### src/rtl/ifeb_consts.svh
/*
 Register offsets, implemented-bit masks and bit positions of the interrupt flag and enable bank.
 Assumes it is included by its bare name in every file that needs it.
*/
`ifndef IFEB_CONSTS_SVH
`define IFEB_CONSTS_SVH

// Word indices on the register bus (byte address bits five to two)
`define IFEB_OFS_FLAGS6   4'h0
`define IFEB_OFS_FLAGS7   4'h1
`define IFEB_OFS_EN0      4'h2
`define IFEB_OFS_EN1      4'h3
`define IFEB_OFS_EN2      4'h4
`define IFEB_OFS_EN3      4'h5

// Implemented-bit masks; all other bits read zero
`define IFEB_MASK_FLAGS6  16'h0400
`define IFEB_MASK_FLAGS7  16'h0020
`define IFEB_MASK_EN0     16'h7FFF
`define IFEB_MASK_EN1     16'hFF1F
`define IFEB_MASK_EN2     16'h67FF
`define IFEB_MASK_EN3     16'h7DE6

// Bit positions of the two flags
`define IFEB_BIT_SELFTUNE 10
`define IFEB_BIT_TESTCTRL 5
`define IFEB_POS_SELFTUNE 10

// Reset value of every register
`define IFEB_RST_VAL      16'h0000

// Bus answer for an unmapped read
`define IFEB_UNMAPPED     32'h0000_0000

`endif

### src/rtl/ifeb_pkg.sv
/*
 Types shared by the interrupt flag and enable bank.
 Assumes the constants header is compiled alongside.
*/
package ifeb_pkg;

   // Register bus request from the Avalon-MM master
   typedef struct packed {
      logic [5:0]  address;    // Byte address
      logic        read;       // Read request
      logic        write;      // Write request
      logic [31:0] writedata;  // Write data
      logic [3:0]  byteenable; // Byte lanes
   } ifeb_req_t;

   // Bus access phase
   typedef enum logic [1:0] {
      IFEB_IDLE = 2'b01,
      IFEB_DONE = 2'b10
   } ifeb_phase_t;

endpackage

### src/rtl/ifeb_bank.sv
/*
 Interrupt flag and enable bank: two sparse flag registers, four enable registers,
 per-source pending outputs, reached over an Avalon-MM slave with waitrequest.
 Assumes peripheral event inputs are synchronous to clk_sys and one cycle wide or level.
 Assumes the bus master holds each request until it sees waitrequest low, and
 that the enables of the two flag sources are gated by logic outside this bank.
 Registers sit in the low half of each bus word; upper byte lanes are ignored.
*/
// The placing of the registers and the Avalon-MM interface to the registers are this design's own decisions.
`timescale 1ns/1ps
`include "ifeb_consts.svh"

// Overview of operation
// - Self-tune event sets flag six bit ten
// - Test controller event sets flag seven bit five
// - Unimplemented bits always read zero
// - Software reads and writes implemented bits
// - Flag one means request pending
// - Enable one passes request, zero blocks
// - Enable zero maps fifteen sources, bit fifteen unused
// - Enable one bits seven to five unused
// - Enable two bits fifteen, twelve, eleven unused
// - Enable three maps its listed sources
module ifeb_bank
   import ifeb_pkg::*;
(
   // Clock and reset
   input  wire logic        clk_sys,
   input  wire logic        sys_rst,
   // Avalon-MM slave
   input  wire ifeb_req_t   avmReq,
   output logic [31:0]      avmReadData,
   output logic             avmWaitRequest,
   // Peripheral events
   input  wire logic        selfTuneEvent,
   input  wire logic        testCtrlEvent,
   // Pending requests to priority logic, enable copies to gating elsewhere
   output logic [1:0]       flagPending,
   output logic [15:0]      enableOut0,
   output logic [15:0]      enableOut1,
   output logic [15:0]      enableOut2,
   output logic [15:0]      enableOut3
);

   // Register state; only the implemented bits can ever hold a one,
   // because every write passes through the implemented-bit mask.
   // Storage is plain flip-flops, one word a register.
   logic [15:0] irqFlags6_r;   // Self-tune flag register
   logic [15:0] irqFlags7_r;   // Test controller flag register
   logic [15:0] irqEnable0_r;  // Enable register zero
   logic [15:0] irqEnable1_r;  // Enable register one
   logic [15:0] irqEnable2_r;  // Enable register two
   logic [15:0] irqEnable3_r;  // Enable register three
   logic [31:0] readData_r;    // Registered read answer
   logic        waitReq_r;     // Registered waitrequest
   logic [1:0]  pending_r;     // Registered pending
   ifeb_phase_t phase_r;       // Bus phase
   logic [3:0]  regIdx;        // Word index
   logic        busWr;         // Write takes effect
   logic [15:0] wrData;        // Write data, low half
   logic        wrLow;         // Low byte lane enabled
   logic        wrHigh;        // High byte lane enabled

   // Merge written bytes under the implemented mask
   // Lanes not enabled keep their old value, so software can update
   // one byte of a register without a read-modify-write cycle.
   // The mask is applied last, which keeps unused bits at zero.
   function automatic logic [15:0] merge(input logic [15:0] old, input logic [15:0] mask);
      logic [15:0] v;
      v = old;
      if (wrLow) begin
         v[7:0] = wrData[7:0];
      end
      if (wrHigh) begin
         v[15:8] = wrData[15:8];
      end
      merge = v & mask;
   endfunction

   // Decode the bus request
   // Word index from the byte address; the two low address bits are
   // ignored, so a misaligned address hits the word that contains it.
   always_comb begin
      regIdx = avmReq.address[5:2];
      wrData = avmReq.writedata[15:0];
      wrLow  = avmReq.byteenable[0];
      wrHigh = avmReq.byteenable[1];
      // Write commits only at the edge where waitrequest is low
      busWr  = avmReq.write && !waitReq_r;
   end

   // Handshake: one wait cycle, then answer; keeps reads registered
   // The wait cycle costs bus bandwidth but lets the read mux sit behind a
   // flop, so the read path never reaches straight from address to data.
   // Waitrequest idles high so no request is taken by surprise.
   always_ff @(posedge clk_sys) begin
      if (sys_rst) begin
         // Idle, holding the master off
         phase_r   <= IFEB_IDLE;
         waitReq_r <= 1'b1;
      end else begin
         case (phase_r)
            IFEB_IDLE: begin
               // A new request: answer at the next edge
               if (avmReq.read || avmReq.write) begin
                  phase_r   <= IFEB_DONE;
                  waitReq_r <= 1'b0;
               end
            end
            IFEB_DONE: begin
               // Answer given; back to waiting
               phase_r   <= IFEB_IDLE;
               waitReq_r <= 1'b1;
            end
            default: begin
               // Illegal code recovers to idle
               phase_r   <= IFEB_IDLE;
               waitReq_r <= 1'b1;
            end
         endcase
      end
   end

   // Read mux; unmapped words answer zero
   // Captured on every cycle that read stands, so the value the master
   // takes at the answering edge was sampled one edge earlier.
   // Data stand until the next read, which is harmless to the master.
   always_ff @(posedge clk_sys) begin
      if (sys_rst) begin
         readData_r <= `IFEB_UNMAPPED;
      end else if (avmReq.read) begin
         case (regIdx)
            `IFEB_OFS_FLAGS6: readData_r <= {16'h0000, irqFlags6_r};
            `IFEB_OFS_FLAGS7: readData_r <= {16'h0000, irqFlags7_r};
            `IFEB_OFS_EN0:    readData_r <= {16'h0000, irqEnable0_r};
            `IFEB_OFS_EN1:    readData_r <= {16'h0000, irqEnable1_r};
            `IFEB_OFS_EN2:    readData_r <= {16'h0000, irqEnable2_r};
            `IFEB_OFS_EN3:    readData_r <= {16'h0000, irqEnable3_r};
            default:          readData_r <= `IFEB_UNMAPPED;
         endcase
      end
   end

   // Flag six: event set wins over a software clear in the same cycle
   // A clear that loses is simply repeated by software; a lost event
   // could never be recovered, hence this priority.
   // The later assignment overrides the write within the same edge.
   always_ff @(posedge clk_sys) begin
      if (sys_rst) begin
         irqFlags6_r <= `IFEB_RST_VAL;
      end else begin
         if (busWr && regIdx == `IFEB_OFS_FLAGS6) begin
            irqFlags6_r <= merge(irqFlags6_r, `IFEB_MASK_FLAGS6);
         end
         if (selfTuneEvent) begin
            irqFlags6_r[`IFEB_POS_SELFTUNE] <= 1'b1;
         end
      end
   end

   // Flag seven: same set-over-clear priority
   // Only bit five is real; the mask keeps all others at zero.
   always_ff @(posedge clk_sys) begin
      if (sys_rst) begin
         irqFlags7_r <= `IFEB_RST_VAL;
      end else begin
         if (busWr && regIdx == `IFEB_OFS_FLAGS7) begin
            irqFlags7_r <= merge(irqFlags7_r, `IFEB_MASK_FLAGS7);
         end
         if (testCtrlEvent) begin
            irqFlags7_r[`IFEB_BIT_TESTCTRL] <= 1'b1;
         end
      end
   end

   // Enable registers; masks fix unused bits at zero
   // Enables change only by software; no hardware path ever sets them.
   // All four share one process since they share one write strobe.
   always_ff @(posedge clk_sys) begin
      if (sys_rst) begin
         irqEnable0_r <= `IFEB_RST_VAL;
         irqEnable1_r <= `IFEB_RST_VAL;
         irqEnable2_r <= `IFEB_RST_VAL;
         irqEnable3_r <= `IFEB_RST_VAL;
      end else if (busWr) begin
         case (regIdx)
            `IFEB_OFS_EN0: irqEnable0_r <= merge(irqEnable0_r, `IFEB_MASK_EN0);
            `IFEB_OFS_EN1: irqEnable1_r <= merge(irqEnable1_r, `IFEB_MASK_EN1);
            `IFEB_OFS_EN2: irqEnable2_r <= merge(irqEnable2_r, `IFEB_MASK_EN2);
            `IFEB_OFS_EN3: irqEnable3_r <= merge(irqEnable3_r, `IFEB_MASK_EN3);
            default: begin
               // Other words leave enables alone
            end
         endcase
      end
   end

   // Pending: the raw flag, one cycle behind it. The enable bits that gate
   // these two sources live in enable registers outside this bank, so the
   // AND with the enable is formed where those registers sit.
   // Registering the pending bits keeps every output straight from a flop,
   // at the cost of one cycle of latency towards the priority logic.
   always_ff @(posedge clk_sys) begin
      if (sys_rst) begin
         // Nothing pending out of reset
         pending_r <= 2'b00;
      end else begin
         // Self-tune request
         pending_r[0] <= irqFlags6_r[`IFEB_POS_SELFTUNE];
         // Test controller request
         pending_r[1] <= irqFlags7_r[`IFEB_BIT_TESTCTRL];
      end
   end

   // Outputs straight from flip-flops
   // Enable copies feed the gating of the peripheral sources elsewhere;
   // a zero enable bit there blocks its request
   assign avmReadData    = readData_r;
   assign avmWaitRequest = waitReq_r;
   assign flagPending    = pending_r;
   assign enableOut0     = irqEnable0_r;
   assign enableOut1     = irqEnable1_r;
   assign enableOut2     = irqEnable2_r;
   assign enableOut3     = irqEnable3_r;

   // Assertions
   // Each guards one rule on what the bank itself drives; those that look
   // back with $past are disabled in reset so they start clean after it.

   // Unused bits of flag six and enable zero stay zero
   a_reserved_zero_read: assert property (@(posedge clk_sys) disable iff (sys_rst)
      (irqEnable0_r & ~`IFEB_MASK_EN0) == 16'h0000 && (irqFlags6_r & ~`IFEB_MASK_FLAGS6) == 16'h0000)
      else $error("Unimplemented bit set");

   // Unused bits of flag seven and enable one stay zero
   a_reserved_zero_mid: assert property (@(posedge clk_sys) disable iff (sys_rst)
      (irqFlags7_r & ~`IFEB_MASK_FLAGS7) == 16'h0000 && (irqEnable1_r & ~`IFEB_MASK_EN1) == 16'h0000)
      else $error("Unimplemented flag seven or enable one bit set");

   // Unused bits of enables two and three stay zero
   a_reserved_zero_high: assert property (@(posedge clk_sys) disable iff (sys_rst)
      (irqEnable2_r & ~`IFEB_MASK_EN2) == 16'h0000 && (irqEnable3_r & ~`IFEB_MASK_EN3) == 16'h0000)
      else $error("Unimplemented enable two or three bit set");

   // Events set their flags at the next edge
   a_selftune_set: assert property (@(posedge clk_sys) disable iff (sys_rst)
      selfTuneEvent |=> irqFlags6_r[`IFEB_POS_SELFTUNE])
      else $error("Self-tune flag not set");

   a_testctrl_set: assert property (@(posedge clk_sys) disable iff (sys_rst)
      testCtrlEvent |=> irqFlags7_r[`IFEB_BIT_TESTCTRL])
      else $error("Test controller flag not set");

   // A set self-tune flag stays pending until software writes its register
   a_flag_holds: assert property (@(posedge clk_sys) disable iff (sys_rst)
      irqFlags6_r[`IFEB_POS_SELFTUNE] && !(busWr && regIdx == `IFEB_OFS_FLAGS6)
      |=> irqFlags6_r[`IFEB_POS_SELFTUNE])
      else $error("Self-tune flag lost without a write");

   // Reset clears the bank and parks the bus
   a_reset_clears: assert property (@(posedge clk_sys)
      sys_rst |=> irqEnable3_r == 16'h0000 && irqFlags7_r == 16'h0000)
      else $error("Reset did not clear bank");

   a_reset_idle: assert property (@(posedge clk_sys)
      sys_rst |=> waitReq_r && readData_r == 32'h0000_0000 && pending_r == 2'b00)
      else $error("Reset did not park the bus");

   // Writes land only when answered
   a_write_en0: assert property (@(posedge clk_sys) disable iff (sys_rst)
      busWr && regIdx == `IFEB_OFS_EN0 && wrLow && wrHigh |=> irqEnable0_r == ($past(wrData) & `IFEB_MASK_EN0))
      else $error("Enable zero write lost");

   a_no_early_write: assert property (@(posedge clk_sys) disable iff (sys_rst)
      waitReq_r |=> $stable(irqEnable0_r) && $stable(irqEnable3_r))
      else $error("Enable changed while the bus waited");

   // Pending follows the flags one cycle later
   a_pending_flag: assert property (@(posedge clk_sys) disable iff (sys_rst)
      pending_r[1] |-> $past(irqFlags7_r[`IFEB_BIT_TESTCTRL]))
      else $error("Pending without flag");

   a_pending_self: assert property (@(posedge clk_sys) disable iff (sys_rst)
      pending_r[0] == $past(irqFlags6_r[`IFEB_POS_SELFTUNE]))
      else $error("Self-tune pending differs from its flag");

   // One wait cycle a request
   a_wait_one_cycle: assert property (@(posedge clk_sys) disable iff (sys_rst)
      (avmReq.read || avmReq.write) && waitReq_r |=> !waitReq_r)
      else $error("Answer not within one cycle");

   // Gaps inside enables one and two stay zero
   a_en1_gap_zero: assert property (@(posedge clk_sys) disable iff (sys_rst)
      irqEnable1_r[7:5] == 3'b000 && irqEnable2_r[12:11] == 2'b00)
      else $error("Unused enable bits set");

endmodule

### config.mk
export PLATFORM = sky130hd
export DESIGN_NAME = ifeb_bank
export DESIGN_NICKNAME = d
export VERILOG_FILES = /design/src/rtl/ifeb_pkg.sv /design/src/rtl/ifeb_bank.sv
export VERILOG_INCLUDE_DIRS = /design/src /design/src/rtl
export SDC_FILE = /design/constraint.sdc
export NUM_CORES = 1
export LEC_CHECK = 0
export BUFFER_PORTS_ARGS = -buffer_cell sky130_fd_sc_hd__clkbuf_2
export CELL_PAD_IN_SITES_DETAIL_PLACEMENT = 1
export CELL_PAD_IN_SITES_GLOBAL_PLACEMENT = 2
export CORE_ASPECT_RATIO = 1.25
export CORE_MARGIN = 2
export CORE_UTILIZATION = 24
export CTS_BUF_LIST = sky130_fd_sc_hd__clkbuf_4
export CTS_CLUSTER_DIAMETER = 100
export CTS_CLUSTER_SIZE = 14
export DETAILED_ROUTE_END_ITERATION = 6
export MAX_ROUTING_LAYER = met4
export PLACE_DENSITY = 0.77
export SETUP_SLACK_MARGIN = 0.02
export SKIP_LAST_GASP = 1
export SLEW_MARGIN = 15
export SYNTH_ARGS = -nofsm -noshare
export SYNTH_HDL_FRONTEND = slang
export SYNTH_SLANG_ARGS = --single-unit
### constraint.sdc
create_clock -name clk_sys -period 1.34 [get_ports clk_sys]
set_input_delay 0.268 -clock clk_sys [delete_from_list [all_inputs] [get_ports clk_sys]]
set_output_delay 0.268 -clock clk_sys [all_outputs]
set_load 0.1 [all_outputs]
**Yosys cells after proc, flatten, opt, wreduce, memory -nomap -nowiden**

Index checks and enable logic that the tools add are counted.

- Bits in registers: 91
- Logic and storage cells: 49
- Output and inout bits: 99
- Input bits: 48

- Reductions and logical operators: 21
- Equal/unequal tests: 6
- Bitwise operators: 1
- Muxes and demuxes: 7

Operators with widths:

| kind | number |
|---|---|
| 16-bit case mux with 6 select lines | 1 |
| 3-bit AND reduction | 8 |
| 6-bit 2-to-1 mux | 2 |
| 11-bit 2-to-1 mux | 1 |
| 4-bit by 2-bit == test with 1-bit output, second input constant | 2 |
| 4-bit by 3-bit == test with 1-bit output, second input constant | 2 |
| 2-bit nonzero test | 4 |
| 4-bit by 1-bit == test with 1-bit output, second input constant | 1 |
| 4-bit zero test | 1 |
| 2-bit AND reduction | 2 |
| 1-bit logical AND | 3 |
| 3-bit 2-to-1 mux | 1 |
| 2-bit by 1-bit == test with 1-bit output, second input constant | 1 |
| 1-bit 2-to-1 mux | 2 |
| 2-bit OR reduction | 1 |
| 1-bit zero test | 1 |
| 1-bit logical OR | 1 |
| 1-bit inverter | 1 |

**Depth between registers and ports, before layout**

- Word-level depth: 5
- Mapped depth: 6
- Depth with buffers taken out: 4

**Least setup slack after synthesis**

OpenSTA, ideal clock, no wires.

- Kind: register to register
- Start point: register, netlist name phase_r[0]
- End point: register irqEnable1_r[1], in the netlist enableOut1[1]
- Path buffers: 2
- Required time: 1.212 ns
- Period minus slack after synthesis: 1.995 ns
- Data arrival time: 1.868 ns
- Setup time: 0.128 ns
- Cell stages (with the launch flop): 7
- Path slack: -0.655 ns
- Path through: dfxtp_1 and3b_1 clkbuf_1 and3_1 buf_2 mux2i_1 nor2_1

RTL lines:

| what | RTL line | source |
|---|---|---|
| to (signal assigned) | ifeb_bank.sv:182 | `` irqEnable1_r <= `IFEB_RST_VAL; `` |
| to (signal assigned) | ifeb_bank.sv:188 | `` `IFEB_OFS_EN1: irqEnable1_r <= merge(irqEnable1_r, `IFEB_MASK_EN1); `` |
| to (decl) | ifeb_bank.sv:51 | `logic [15:0] irqEnable1_r;` |

==> run_results.csv <==
group,metric,value,unit
cts,clockBufferDepth,2,
grt,grt_pass1_wl,18.46,mm
setup_path,cp_top_family,"simple AND/OR/NAND/NOR gates",
cts,cts_sinks,74,
logic_synthesis,synthArstFlopShare,0,%
power,finalPower,4372,uW
logic_synthesis,yosys_warnings,0,
cts,cts_tree,"built",
sta,layout_setup_ws,0.005158,ns
floorplanning,die-area,14720,um2
floorplanning,io_pins,147,
sta,drv_slew,0,
cts,numCtsBuffers,9,
logic_synthesis,synth_flop_cell,"dfxtp_1",
floorplanning,chipHeight,135.2,um
placement,finalWeightedCongestion,0.8171,
setup_path,worstSetupEndpointType,"flop",
grt,grt_usage,17.05,%
cts,clk_latency,0.43,ns
setup_path,crit_fanout,8,
sta,hold_slack,0.07096,ns
setup_path,cp_cell_sequence,"and3b_2 > and3_4 > mux2i_1 > nor2_1",
cts,cts_max_level,3,
drt,drtIter0Drc,105,
setup_path,slowest_delay,0.37,ns
sta,rsz0062_at_grt,"true",
sta,hold_viol,0,
power,leakagePower,0.002088,uW
sta,skew,0.01228,ns
cts,root_buffer,"clkbuf_4",
logic_synthesis,synth.distinct_cells,35,
status,outcome,"finished, final reports clean",
sta,setup_violations,0,
finish,drive_gt1_share,48.74,%
logic_synthesis,ys_seq_elements,74,
grt,antenna_found_initial,1,
setup_path,path_class,"reg -> reg",
cts,cts.clk_slew.worst_paths,0.12,ns
logic_synthesis,synthTopCellsByArea,"dfxtp_1, buf_4, a21oi_1",
setup_path,cp.arrival,1.66,ns
setup_path,slowest_stage,"dfxtp_4",
drt,ant_nets,0,
grt,grt_pass1_vias,3360,
drt,met1Wirelength,4.676,mm
logic_synthesis,synth_most_common_cell,"dfxtp_1",
logic_synthesis,syn_avg_cell_area,8.602,um2
finish,fin_util,42.03,%
logic_synthesis,synthCells,384,
drt,drc,0,
cts,postCtsHoldBufs,0,
floorplanning,rows,47,
setup_path,cp.buffers_inverters,0,
sta,period_minus_slack,1.335,ns
drt,drt-wirelength-per-cell,17.34,um
logic_synthesis,yosysSeqAreaShare,44.85,%
logic_synthesis,synth_commonest_cells,"dfxtp_1, nand2_1, a21oi_1, nand3_1, buf_4",
grt,overflow,0,
drt,vias,3221,
floorplanning,initial_core_util,24.74,%
setup_path,cp-start-kind,"flop",
job,max-cap-violations,0,
floorplanning,core_area,13350,um2
placement,dp_slack,-0.3240,ns
finish,multiInputGateArea,1645,um2
finish,nFillCells,1493,
logic_synthesis,synth_top_cell_area_share,44.85,%
grt,grt_max_degree,30,
drt,viasPerCell,4.689,
min_path,hold_path.class,"in -> reg",
placement,portBuffers,98,
floorplanning,chipWidth,108.9,um
setup_path,worstPathRequired,1.66,ns
drt,drtPass1Iterations,4,
power,irDropWorstVdd,0.0004105,V
drt,wl,11.91,mm
drt,maxUsedRoutingLayer,"met4",
placement,dp.final_hpwl,9.325,mm
power,p_per_area,779.3,nW/um2
sta,timing.fmax,0.7492,GHz
finish,nets,558,
finish,regArea,1665,um2
drt,routed-wl-met3,436,um
sta,finalCritPeriodShare,99.62,%
logic_synthesis,syn-cell-area,3303,um2
drt,wl_met2,6.477,mm
logic_synthesis,synth_edf_count,0,
logic_synthesis,synth.largest_area_cell,"dfxtp_1",
finish,synthToLayoutAreaGrowth,69.85,%
## power by group
part           internal, uW  total, uW  leakage (uW)  switching (uW)
combinational           192        822       0.00137             630
sequential             2140       2160      0.000644            17.0
clock                   578       1390     0.0000776             814
## layer usage
metal / global-route usage, % / vias up
met5: - / -
li1: - / 1556
met2: 29.43 / 85
met3: 2.934 / 20
met4: 6.838 / 0
met1: 19.36 / 1560
## registers in the layout, indices dropped and copies added (netlist names)
register / count
irqFlags6_r: 1
irqFlags7_r: 1
flagPending: 2
phase_r: 2
avmReadData: 16
enableOut0: 15
enableOut3: 11
enableOut1: 13
enableOut2: 13
## area by class of cell
class / count / area share [%]
timing repair buffer: 142 / 34.70
clock buffer: 10 / 1.338
multi-input combinational: 282 / 29.33
antenna: 1 / 0.04460
sequential: 74 / 29.68
tap: 171 / 3.814
clock inverter: 6 / 1.026
inverter: 1 / 0.06690
## worst paths after layout
| path | startpoint | slack [ns] | cells past startpoint | to |
|---|---|---|---|---|
| worst min register to register | enableOut3[6] | 0.49 | 2 | enableOut3[6] |
| worst max-delay path | phase_r[0] | 0.005 | 4 | enableOut1[8] |
| worst min-delay path | avmReq[15] | 0.07 | 3 | enableOut3[11] |
| worst max register to register | phase_r[0] | 0.005 | 4 | enableOut1[8] |
## through the flow
| step | cells | setup TNS [ns] | area, um2 |
|---|---|---|---|
| after global placement | 664 | -9.267 | 5283 |
| after detailed placement | 664 | -11.62 | 5283 |
| after floorplan | 411 | -3.106 | 3550 |
| after global routing | 687 | -0.1305 | 5610 |
| final | 687 | 0 | 5610 |
| after CTS | 683 | -0.02843 | 5487 |
## worst register-to-register path, delay by kind of cell (launching register included)
kind,cells,cell delay (ns)
multiplexers,1,0.22
AND/OR/NAND/NOR,3,0.65
flip-flops,1,0.37
## timing repair
action	4_1_cts	5_1_grt
resized for setup	26	35
pin swaps	2	3
setup endpoints to repair	57	50
setup buffers	3	3
## layout by cell type (no fill, tap or decap), types with 3 or more instances in the layout
cell type   n
a21boi_0    3
a21oi_1    40
a21oi_2     4
a221oi_1    9
a22oi_1    10
a32o_1      3
buf_12     74
buf_4      35
buf_6       6
clkbuf_2   27
clkbuf_4   10
clkinv_2    3
conb_1     28
dfxtp_1     5
dfxtp_2    30
dfxtp_4    39
mux2_2      7
mux2i_1    14
nand2_1    54
nand2b_1    4
nand3_1    41
nand3b_1    4
nor2_1     19
nor2b_1     5
o21ai_0    10
## logic make-up after synthesis
| logic type | share of synthesized area [%] |
|---|---|
| AND/OR/NAND/NOR | 22.65 |
| flip-flops | 44.85 |
| other | 0.1135 |
| buffers and inverters | 10.04 |
| AO/OA/AOI/OAI | 15.72 |
| multiplexers | 6.629 |
(Power assumes the default switching activity.)
